<file path="src/verilog/dcp_pkg.sv">
// Shared constants and types for the DMA channel progress block.
// Assumes one 200 MHz clock and an APB slave port with 32-bit data.
package dcp_pkg;

  // Register byte offsets on the APB port
  localparam logic [7:0] OFS_DEST_IDX  = 8'h00;
  localparam logic [7:0] OFS_CELL_LEN  = 8'h04;
  localparam logic [7:0] OFS_CELL_PROG = 8'h08;
  localparam logic [7:0] OFS_MATCH     = 8'h0c;
  localparam logic [7:0] OFS_CTRL      = 8'h10;
  localparam logic [7:0] OFS_DEST_LEN  = 8'h14;
  localparam logic [7:0] OFS_STATUS    = 8'h18;

  // Field positions
  localparam int unsigned CTRL_EN_BIT    = 0;
  localparam int unsigned CTRL_PAT_BIT   = 1;
  localparam int unsigned STAT_CELL_BIT  = 0;
  localparam int unsigned STAT_BLOCK_BIT = 1;
  localparam int unsigned STAT_MATCH_BIT = 2;
  localparam int unsigned STAT_BUSY_BIT  = 3;

  // Values after reset
  localparam logic [15:0] RST_LEN16 = 16'h0000;
  localparam logic [7:0]  RST_BYTE  = 8'h00;
  localparam logic [1:0]  RST_CTRL  = 2'h0;

  // A zero length field stands for a full 64 KiB
  localparam logic [16:0] FULL_LEN = 17'h10000;

  // Buffer shape
  localparam int unsigned BYTE_W     = 8;
  localparam int unsigned FIFO_DEPTH = 8;

  // Channel states
  typedef enum logic [1:0] {
    ST_IDLE,
    ST_WAIT,
    ST_MOVE
  } dcp_state_t;

  // One byte handed to the destination
  typedef struct packed {
    logic [15:0] index;
    logic [7:0]  data;
    logic        match;
  } dcp_beat_t;

endpackage

</file>
<file path="src/verilog/dcp_fifo.sv">
// Synchronous FIFO with valid/ready on both sides.
// Assumes one clock, synchronous active-low reset and a clock enable.
module dcp_fifo #(
  parameter int unsigned WIDTH = 8,
  parameter int unsigned DEPTH = 8
) (
  input  wire logic             clock,
  input  wire logic             rst_b,
  input  wire logic             ce,
  input  wire logic             in_valid,
  output logic                  in_ready,
  input  wire logic [WIDTH-1:0] in_data,
  output logic                  out_valid,
  input  wire logic             out_ready,
  output logic [WIDTH-1:0]      out_data
);

  localparam int unsigned AW = (DEPTH > 1) ? $clog2(DEPTH) : 1;

  logic [WIDTH-1:0] mem [DEPTH];
  logic [AW-1:0]    wr_ptr_q;
  logic [AW-1:0]    rd_ptr_q;
  logic [AW:0]      cnt_q;
  logic [AW:0]      cnt_d;
  logic             rdy_q;
  logic             vld_q;
  wire              push = in_valid & rdy_q;
  wire              pop  = out_ready & vld_q;

  // Flags are registered so the top-level ready comes from a flop
  assign cnt_d     = cnt_q + (AW+1)'(push) - (AW+1)'(pop);
  assign in_ready  = rdy_q;
  assign out_valid = vld_q;
  assign out_data  = mem[rd_ptr_q];

  // Pointers wrap at DEPTH, which need not be a power of two
  always_ff @(posedge clock)
  begin
    if (!rst_b)
    begin
      wr_ptr_q <= '0;
      rd_ptr_q <= '0;
      cnt_q    <= '0;
      rdy_q    <= 1'b0;
      vld_q    <= 1'b0;
    end
    else if (ce)
    begin
      if (push)
        wr_ptr_q <= (wr_ptr_q == AW'(DEPTH-1)) ? '0 : wr_ptr_q + 1'b1;
      if (pop)
        rd_ptr_q <= (rd_ptr_q == AW'(DEPTH-1)) ? '0 : rd_ptr_q + 1'b1;
      cnt_q <= cnt_d;
      rdy_q <= cnt_d != (AW+1)'(DEPTH);
      vld_q <= cnt_d != '0;
    end
  end

  // Storage holds no reset; valid guards every read
  always_ff @(posedge clock)
  begin
    if (ce && push)
      mem[wr_ptr_q] <= in_data;
  end

endmodule

</file>
<file path="src/verilog/dcp_channel.sv">
// One DMA channel's progress tracking and pattern match, APB registers.
// Assumes a byte source with valid/ready and a destination with ready.
//
// Summary of operation
// - Read-only 16-bit destination byte index
// - Upper 16 bits of pointer registers read zero
// - Cell length zero moves 65,536 bytes
// - Nonzero cell length N moves N bytes
// - Progress counts bytes since last trigger; cell end clears it
// - Pattern match clears cell progress
// - Match byte ignored outside pattern mode
// - Match register upper 24 bits read zero
// - Reset clears index, length, progress, match
// - Destination length zero means 65,536 bytes
//
// Design decisions made here: the placing of the registers and the APB interface to the registers.
module dcp_channel (
  input  wire logic        clock,
  input  wire logic        rst_b,
  input  wire logic        ce,
  input  wire logic        psel,
  input  wire logic        penable,
  input  wire logic        pwrite,
  input  wire logic [7:0]  paddr,
  input  wire logic [31:0] pwdata,
  output logic [31:0]      prdata,
  output logic             pready,
  output logic             pslverr,
  input  wire logic        cell_trigger,
  input  wire logic        src_valid,
  output logic             src_ready,
  input  wire logic [7:0]  src_data,
  output logic             dst_valid,
  input  wire logic        dst_ready,
  output dcp_pkg::dcp_beat_t dst_beat,
  output logic             cell_busy
);

  dcp_pkg::dcp_state_t state_q;
  dcp_pkg::dcp_state_t state_d;
  dcp_pkg::dcp_beat_t  beat_q;
  logic [15:0] dest_byte_index_q;
  logic [15:0] cell_length_q;
  logic [15:0] cell_progress_q;
  logic [7:0]  match_byte_q;
  logic [15:0] dest_block_length_q;
  logic [1:0]  ctrl_q;
  logic        cell_done_q;
  logic        block_done_q;
  logic        match_hit_q;
  logic        busy_q;
  logic        dst_valid_q;
  logic [31:0] prdata_q;
  logic        pready_q;
  logic        pslverr_q;
  logic        fifo_valid;
  logic [7:0]  fifo_data;

  // APB decode; writes land on the completing access edge
  wire        setup_rd = psel & penable & ~pready_q;
  wire        acc      = psel & penable & pready_q;
  wire        wr_acc   = acc & pwrite;
  wire        sel_idx  = paddr == dcp_pkg::OFS_DEST_IDX;
  wire        sel_clen = paddr == dcp_pkg::OFS_CELL_LEN;
  wire        sel_prog = paddr == dcp_pkg::OFS_CELL_PROG;
  wire        sel_mat  = paddr == dcp_pkg::OFS_MATCH;
  wire        sel_ctrl = paddr == dcp_pkg::OFS_CTRL;
  wire        sel_dlen = paddr == dcp_pkg::OFS_DEST_LEN;
  wire        sel_stat = paddr == dcp_pkg::OFS_STATUS;
  wire        hit      = sel_idx | sel_clen | sel_prog | sel_mat |
                         sel_ctrl | sel_dlen | sel_stat;
  wire [31:0] stat_rd  = {28'h0000000, busy_q, match_hit_q,
                          block_done_q, cell_done_q};

  // Read mux; unimplemented upper bits stay zero
  wire [31:0] rd_mux =
    sel_idx  ? {16'h0000, dest_byte_index_q}   :
    sel_clen ? {16'h0000, cell_length_q}       :
    sel_prog ? {16'h0000, cell_progress_q}     :
    sel_mat  ? {24'h000000, match_byte_q}      :
    sel_ctrl ? {30'h0, ctrl_q}                 :
    sel_dlen ? {16'h0000, dest_block_length_q} :
    sel_stat ? stat_rd                         :
               32'h00000000;

  // Zero length fields stand for the full 64 KiB
  wire [16:0] cell_len_eff = (cell_length_q == 16'h0000) ?
                             dcp_pkg::FULL_LEN : {1'b0, cell_length_q};
  wire [16:0] dest_len_eff = (dest_block_length_q == 16'h0000) ?
                             dcp_pkg::FULL_LEN :
                             {1'b0, dest_block_length_q};
  wire [16:0] prog_next    = {1'b0, cell_progress_q} + 17'h00001;
  wire [16:0] idx_next     = {1'b0, dest_byte_index_q} + 17'h00001;
  wire        cell_last    = prog_next == cell_len_eff;
  wire        dest_last    = idx_next == dest_len_eff;

  // A byte leaves the buffer only inside a live cell
  wire        moving    = state_q == dcp_pkg::ST_MOVE;
  wire        load      = fifo_valid & moving & (~dst_valid_q | dst_ready);
  wire        pat_mode  = ctrl_q[dcp_pkg::CTRL_PAT_BIT];
  wire        is_match  = pat_mode & (fifo_data == match_byte_q);
  wire        hw_stop   = load & (is_match | dest_last);
  wire        start     = (state_q == dcp_pkg::ST_WAIT) & cell_trigger &
                          ctrl_q[dcp_pkg::CTRL_EN_BIT];
  wire        stat_wr   = wr_acc & sel_stat;

  // Byte buffer between source and destination register
  dcp_fifo #(
    .WIDTH (dcp_pkg::BYTE_W),
    .DEPTH (dcp_pkg::FIFO_DEPTH)
  ) u_fifo (
    .clock     (clock),
    .rst_b     (rst_b),
    .ce        (ce),
    .in_valid  (src_valid),
    .in_ready  (src_ready),
    .in_data   (src_data),
    .out_valid (fifo_valid),
    .out_ready (load),
    .out_data  (fifo_data)
  );

  // Channel sequencing: trigger opens a cell, last byte closes it
  always_comb
  begin
    state_d = state_q;
    case (state_q)
      dcp_pkg::ST_IDLE:
        if (ctrl_q[dcp_pkg::CTRL_EN_BIT])
          state_d = dcp_pkg::ST_WAIT;
      dcp_pkg::ST_WAIT:
        if (!ctrl_q[dcp_pkg::CTRL_EN_BIT])
          state_d = dcp_pkg::ST_IDLE;
        else if (cell_trigger)
          state_d = dcp_pkg::ST_MOVE;
      dcp_pkg::ST_MOVE:
        if (!ctrl_q[dcp_pkg::CTRL_EN_BIT] || hw_stop)
          state_d = dcp_pkg::ST_IDLE;
        else if (load && cell_last)
          state_d = dcp_pkg::ST_WAIT;
      default:
        state_d = dcp_pkg::ST_IDLE;
    endcase
  end

  // APB answer: one wait state, then pready for one cycle
  always_ff @(posedge clock)
  begin
    if (!rst_b)
    begin
      pready_q  <= 1'b0;
      pslverr_q <= 1'b0;
      prdata_q  <= 32'h00000000;
    end
    else if (ce)
    begin
      pready_q  <= setup_rd;
      pslverr_q <= setup_rd & ~hit;
      if (setup_rd && !pwrite)
        prdata_q <= rd_mux;
    end
  end

  // Software-owned fields; a match or block end drops the enable
  always_ff @(posedge clock)
  begin
    if (!rst_b)
    begin
      cell_length_q       <= dcp_pkg::RST_LEN16;
      match_byte_q        <= dcp_pkg::RST_BYTE;
      dest_block_length_q <= dcp_pkg::RST_LEN16;
      ctrl_q              <= dcp_pkg::RST_CTRL;
    end
    else if (ce)
    begin
      if (wr_acc && sel_clen)
        cell_length_q <= pwdata[15:0];
      if (wr_acc && sel_mat)
        match_byte_q <= pwdata[7:0];
      if (wr_acc && sel_dlen)
        dest_block_length_q <= pwdata[15:0];
      if (hw_stop)
        ctrl_q[dcp_pkg::CTRL_EN_BIT] <= 1'b0;
      else if (wr_acc && sel_ctrl)
        ctrl_q[dcp_pkg::CTRL_EN_BIT] <= pwdata[dcp_pkg::CTRL_EN_BIT];
      if (wr_acc && sel_ctrl)
        ctrl_q[dcp_pkg::CTRL_PAT_BIT] <= pwdata[dcp_pkg::CTRL_PAT_BIT];
    end
  end

  // Progress counters advance once per byte committed
  always_ff @(posedge clock)
  begin
    if (!rst_b)
    begin
      dest_byte_index_q <= dcp_pkg::RST_LEN16;
      cell_progress_q   <= dcp_pkg::RST_LEN16;
    end
    else if (ce)
    begin
      if (load)
        dest_byte_index_q <= dest_last ? 16'h0000 : idx_next[15:0];
      if (start)
        cell_progress_q <= 16'h0000;
      else if (load && (cell_last || is_match))
        cell_progress_q <= 16'h0000;
      else if (load)
        cell_progress_q <= prog_next[15:0];
    end
  end

  // Sticky done and match bits, write one to clear; a new event wins the clear; busy follows the next state
  always_ff @(posedge clock)
  begin
    if (!rst_b)
    begin
      cell_done_q  <= 1'b0;
      block_done_q <= 1'b0;
      match_hit_q  <= 1'b0;
      busy_q       <= 1'b0;
    end
    else if (ce)
    begin
      cell_done_q  <= (load & cell_last) |
        (cell_done_q & ~(stat_wr & pwdata[dcp_pkg::STAT_CELL_BIT]));
      block_done_q <= (load & dest_last) |
        (block_done_q & ~(stat_wr & pwdata[dcp_pkg::STAT_BLOCK_BIT]));
      match_hit_q  <= (load & is_match) |
        (match_hit_q & ~(stat_wr & pwdata[dcp_pkg::STAT_MATCH_BIT]));
      busy_q       <= state_d == dcp_pkg::ST_MOVE;
    end
  end

  // State and destination register; the beat holds until accepted
  always_ff @(posedge clock)
  begin
    if (!rst_b)
    begin
      state_q     <= dcp_pkg::ST_IDLE;
      dst_valid_q <= 1'b0;
      beat_q      <= '0;
    end
    else if (ce)
    begin
      state_q <= state_d;
      if (load)
      begin
        dst_valid_q <= 1'b1;
        beat_q      <= '{index: dest_byte_index_q, data: fifo_data,
                         match: is_match};
      end
      else if (dst_ready)
        dst_valid_q <= 1'b0;
    end
  end

  assign prdata    = prdata_q;
  assign pready    = pready_q;
  assign pslverr   = pslverr_q;
  assign dst_valid = dst_valid_q;
  assign dst_beat  = beat_q;
  assign cell_busy = busy_q;
endmodule

</file>
<file path="config.mk">
export PLATFORM = sky130hd
export DESIGN_NAME = dcp_channel
export DESIGN_NICKNAME = d
export VERILOG_FILES = /design/src/verilog/dcp_pkg.sv /design/src/verilog/dcp_fifo.sv /design/src/verilog/dcp_channel.sv
export SDC_FILE = /design/constraint.sdc
export NUM_CORES = 1
export LEC_CHECK = 0
export ABC_AREA = 1
export CAP_MARGIN = 10
export CORE_ASPECT_RATIO = 0.8
export CORE_MARGIN = 2
export CORE_UTILIZATION = 60
export CTS_BUF_LIST = sky130_fd_sc_hd__clkbuf_4 sky130_fd_sc_hd__clkbuf_8 sky130_fd_sc_hd__clkbuf_16
export CTS_CLUSTER_DIAMETER = 40
export DETAILED_ROUTE_END_ITERATION = 16
export DONT_BUFFER_PORTS = 1
export PLACE_DENSITY = 0.77
export SLEW_MARGIN = 20
export SYNTH_ARGS = -nofsm -noshare
export SYNTH_HDL_FRONTEND = slang
export SYNTH_SLANG_ARGS = --single-unit
</file>
<file path="constraint.sdc">
create_clock -name clock -period 5.3 [get_ports clock]
set_input_delay 0.795 -clock clock [delete_from_list [all_inputs] [get_ports clock]]
set_output_delay 0.795 -clock clock [all_outputs]
set_load 0.05 [all_outputs]
</file>
==> results.md <==
- Hold_buf cts: 0
- Sequential power share: 0.447
- # IOs: 119
- Post-synth EDFFs: 64
- Num CTS Buffers: 27
- Worst VDD drop: 0.231 mV
- Die ar.: 0.0184 mm²
- First-pass GRT wire length: 43700 µm
- Drt first pass iters: 5
- Fmax: 348 MHz
- Syn-to-layout area delta: 9.63%
- IO Port Bufs: 0
- Pin count of the biggest net entering global routing: 85
- Sink Count: 203
- Initial Util: 0.619
- Syn Area/Cell: 7.67 µm²
- Slew @ Worst Pin: 1.04 ns
- CP startpoint: dst_valid$_SDFFE_PN0P_
- Synth area leaders: dfxtp_1 (27%), edfxtp_1 (19%), nand2_1 (10%), o21ai_0 (5.9%), a21oi_1 (5.8%)
- Synth area leader: dfxtp_1
- Wirelength per Cell: 17.5 µm
- Mapped Area: 0.0104 mm²
- Post-Route Utilization: 0.679
- Total grt overflow: 0
- Via density: 5.80
- Max Root-Sink Buffers: 3
- Fill cells: 1389
- Wirelength, routed: 27700 µm
- Netlist cell types: 55
- Final setup fails: 0
- Core area: 0.0168 mm²
- P_int: 2.84 mW
- Synth warn: 0
- CP Class: register to register
- Slew headroom: 0.302
- Synth top area share: 0.268
- Number of nets in the layout: 1410
- Sw Share: 0.225
- Worst-skew pair later-pin latency: 0.53 ns
- Detailed-route via count: 9183
- Synth Register Bits: 203
- Comb power frac: 0.028
- Tmin final: 2.87 ns
- Max Slew Vio Count: 0
- Synth cell count leaders: nand2_1 (280), dfxtp_1 (139), inv_1 (136)
- Hold crit path type: input port to register
- H-Tree Level Count: 1
- Drt first-iter violations: 1002
- CTS clk-pin slew, worst paths: 0.06 ns
- Die height: 122 µm
- Routed Antenna Nets: 0
- Root Driver: clkbuf_16
- Gate Count Post-Synth: 1354
- Post-detail-place hpwl: 20000 µm
- DRC violations left: 0
- Setup crit end kind: register
- Routability Congestion: 0.949
- Post-CTS Setup Bufs: 0
- RR Startpoint: dst_valid$_SDFFE_PN0P_
- Async set or reset register ratio after synthesis: 0
- Pleak: 4.47 nW
- Gr usage total: 0.303
- Power Total: 3.67 mW
- Tcrit/Tclk final: 0.542
- Top-count cell post-synth: nand2_1
- Diodes inserted: 0
- Initial antenna violation count: 0
- Final hold violation count: 0
- Crit path DAT: 3.25 ns
- Startpoint class of the critical path: register
- CP max FO: 7
- Maxcap violations: 0
- Min-Delay Startpoint: src_data[3]
- Post-cts resize count: 0
- Vias in the first global route: 8357
- RSZ-0062 raised after global routing: no
- Fraction of layout cells with a size suffix above 1: 0.112
- Post-synthesis sequential area ratio: 0.453
- Final Skew: 0.0131 ns
- Die Wd: 151 µm
- Status: complete, no violations
- Post-route setup TNS: 0 ns
- CTS tree: yes
- CP Data Required Time: 5.68 ns
- Cell Pwr Density: 323 mW/mm²
- Rows: 42
- Predominant post-synthesis flop cell: dfxtp_1
- Clk pwr share: 0.525
- Psw: 828 µW
worst paths after layout:
| path | end | slack, ns | depth (start not counted) |
|---|---|---|---|
| max | u_fifo.out_valid$_SDFFE_PN0P_ | 2.43 | 11 |
| min | u_fifo.mem[0][3]$_DFFE_PP_ | 0.36 | 0 |
| max reg2reg | u_fifo.out_valid$_SDFFE_PN0P_ | 2.43 | 11 |
| min reg2reg | u_fifo.cnt_q[3]$_SDFFE_PN0P_ | 0.48 | 2 |
flip-flops by register name, summed over array words and instances, names as in the netlist, 4 cells and up, named ones only:
register,cells
cell_progress_q,16
cell_length_q,16
dst_beat,25
dest_byte_index_q,16
dest_block_length_q,16
match_byte_q,8
u_fifo.cnt_q,4
prdata,16
u_fifo.mem,64
layer usage:
layer  GRT usage  share of wire  vias to the layer above
met5           0              0                        -
met2       0.442           0.42                      423
li1            -              -                     4468
met4      0.0859          0.028                        0
met3      0.0584          0.099                       46
met1       0.459           0.46                     4246
kinds of logic (layout without fill, tap and decap cells):
group,Yosys count,count (layout),share of synthesized area
AO/OA/AOI/OAI,305,305,0.163
AND/OR/NAND/NOR,608,608,0.267
flip-flops,203,203,0.453
other,1,16,0.000361
XOR/XNOR,15,15,0.0147
adder cells (fa/ha/maj),11,11,0.0140
buffers and inverters,211,204,0.0879
worst max-delay path: stages, from the launching register on:
cell     delay (ns)
dfxtp_1        0.65
nand2_1        0.13
nand3_1        0.17
inv_1          0.20
ha_1           0.34
inv_1          0.06
ha_1           0.16
inv_1          0.06
fa_1           0.53
nand2_1        0.07
o21ai_0        0.24
a31oi_1        0.12
per-stage QoR:
| step | instance area, µm² | cells | setup WS, ns | hold slack, ns |
|---|---|---|---|---|
| after floorplan | 10400 | 1369 | 2.70 | 0.454 |
| after detailed placement | 10400 | 1533 | 2.10 | 0.470 |
| after global placement | 10400 | 1533 | 2.17 | 0.466 |
| after CTS | 11400 | 1582 | 2.44 | 0.347 |
| after global routing | 11400 | 1582 | 2.24 | 0.351 |
| final | 11400 | 1582 | 2.43 | 0.357 |
power by group through the flow:
stage / logic (mW) / registers, mW / clock network [mW]
floorplan: 0.0990 / 1.67 / 0
global placement: 0.0967 / 1.68 / 0
detailed placement: 0.0992 / 1.68 / 0
CTS: 0.100 / 1.64 / 1.93
global route: 0.112 / 1.64 / 2.00
finish: 0.101 / 1.64 / 1.93
cell type report:
class                           count  area, µm²  area share
Multi-Input combinational cell    955       4830       0.424
Sequential cell                   203       4700       0.413
Clock buffer                       34        782      0.0687
Inverter                          148        558      0.0490
Tap cell                          220        275      0.0242
Clock inverter                     15        180      0.0158
Timing Repair Buffer                7       52.6     0.00462
layout by cell type, fill, tap and decap left out, types with 3 or more instances in the layout:
cell type / synthesis / layout
a21oi_1: 121 / 121
a21oi_2: 20 / 20
a31oi_1: 3 / 3
buf_4: 18 / 7
bufinv_16: 0 / 3
clkbuf_16: 0 / 29
clkbuf_8: 0 / 3
clkinv_1: 2 / 3
conb_1: 1 / 16
dfxtp_1: 139 / 139
edfxtp_1: 64 / 64
ha_1: 10 / 10
inv_1: 136 / 136
inv_2: 9 / 9
inv_6: 0 / 5
nand2_1: 280 / 280
nand2_2: 27 / 27
nand3_1: 102 / 102
nand3_2: 10 / 10
nand3b_1: 4 / 4
nand4_1: 14 / 14
nor2_1: 129 / 128
nor2_2: 10 / 10
nor2_4: 7 / 8
nor3_1: 7 / 7
nor3_2: 3 / 3
o211ai_1: 5 / 5
o21ai_0: 123 / 123
o21ai_1: 6 / 6
o221ai_1: 8 / 8
o22ai_1: 11 / 11
xnor2_1: 3 / 3
xor2_1: 10 / 10
No activity file was read; power rests on OpenSTA's default activity.
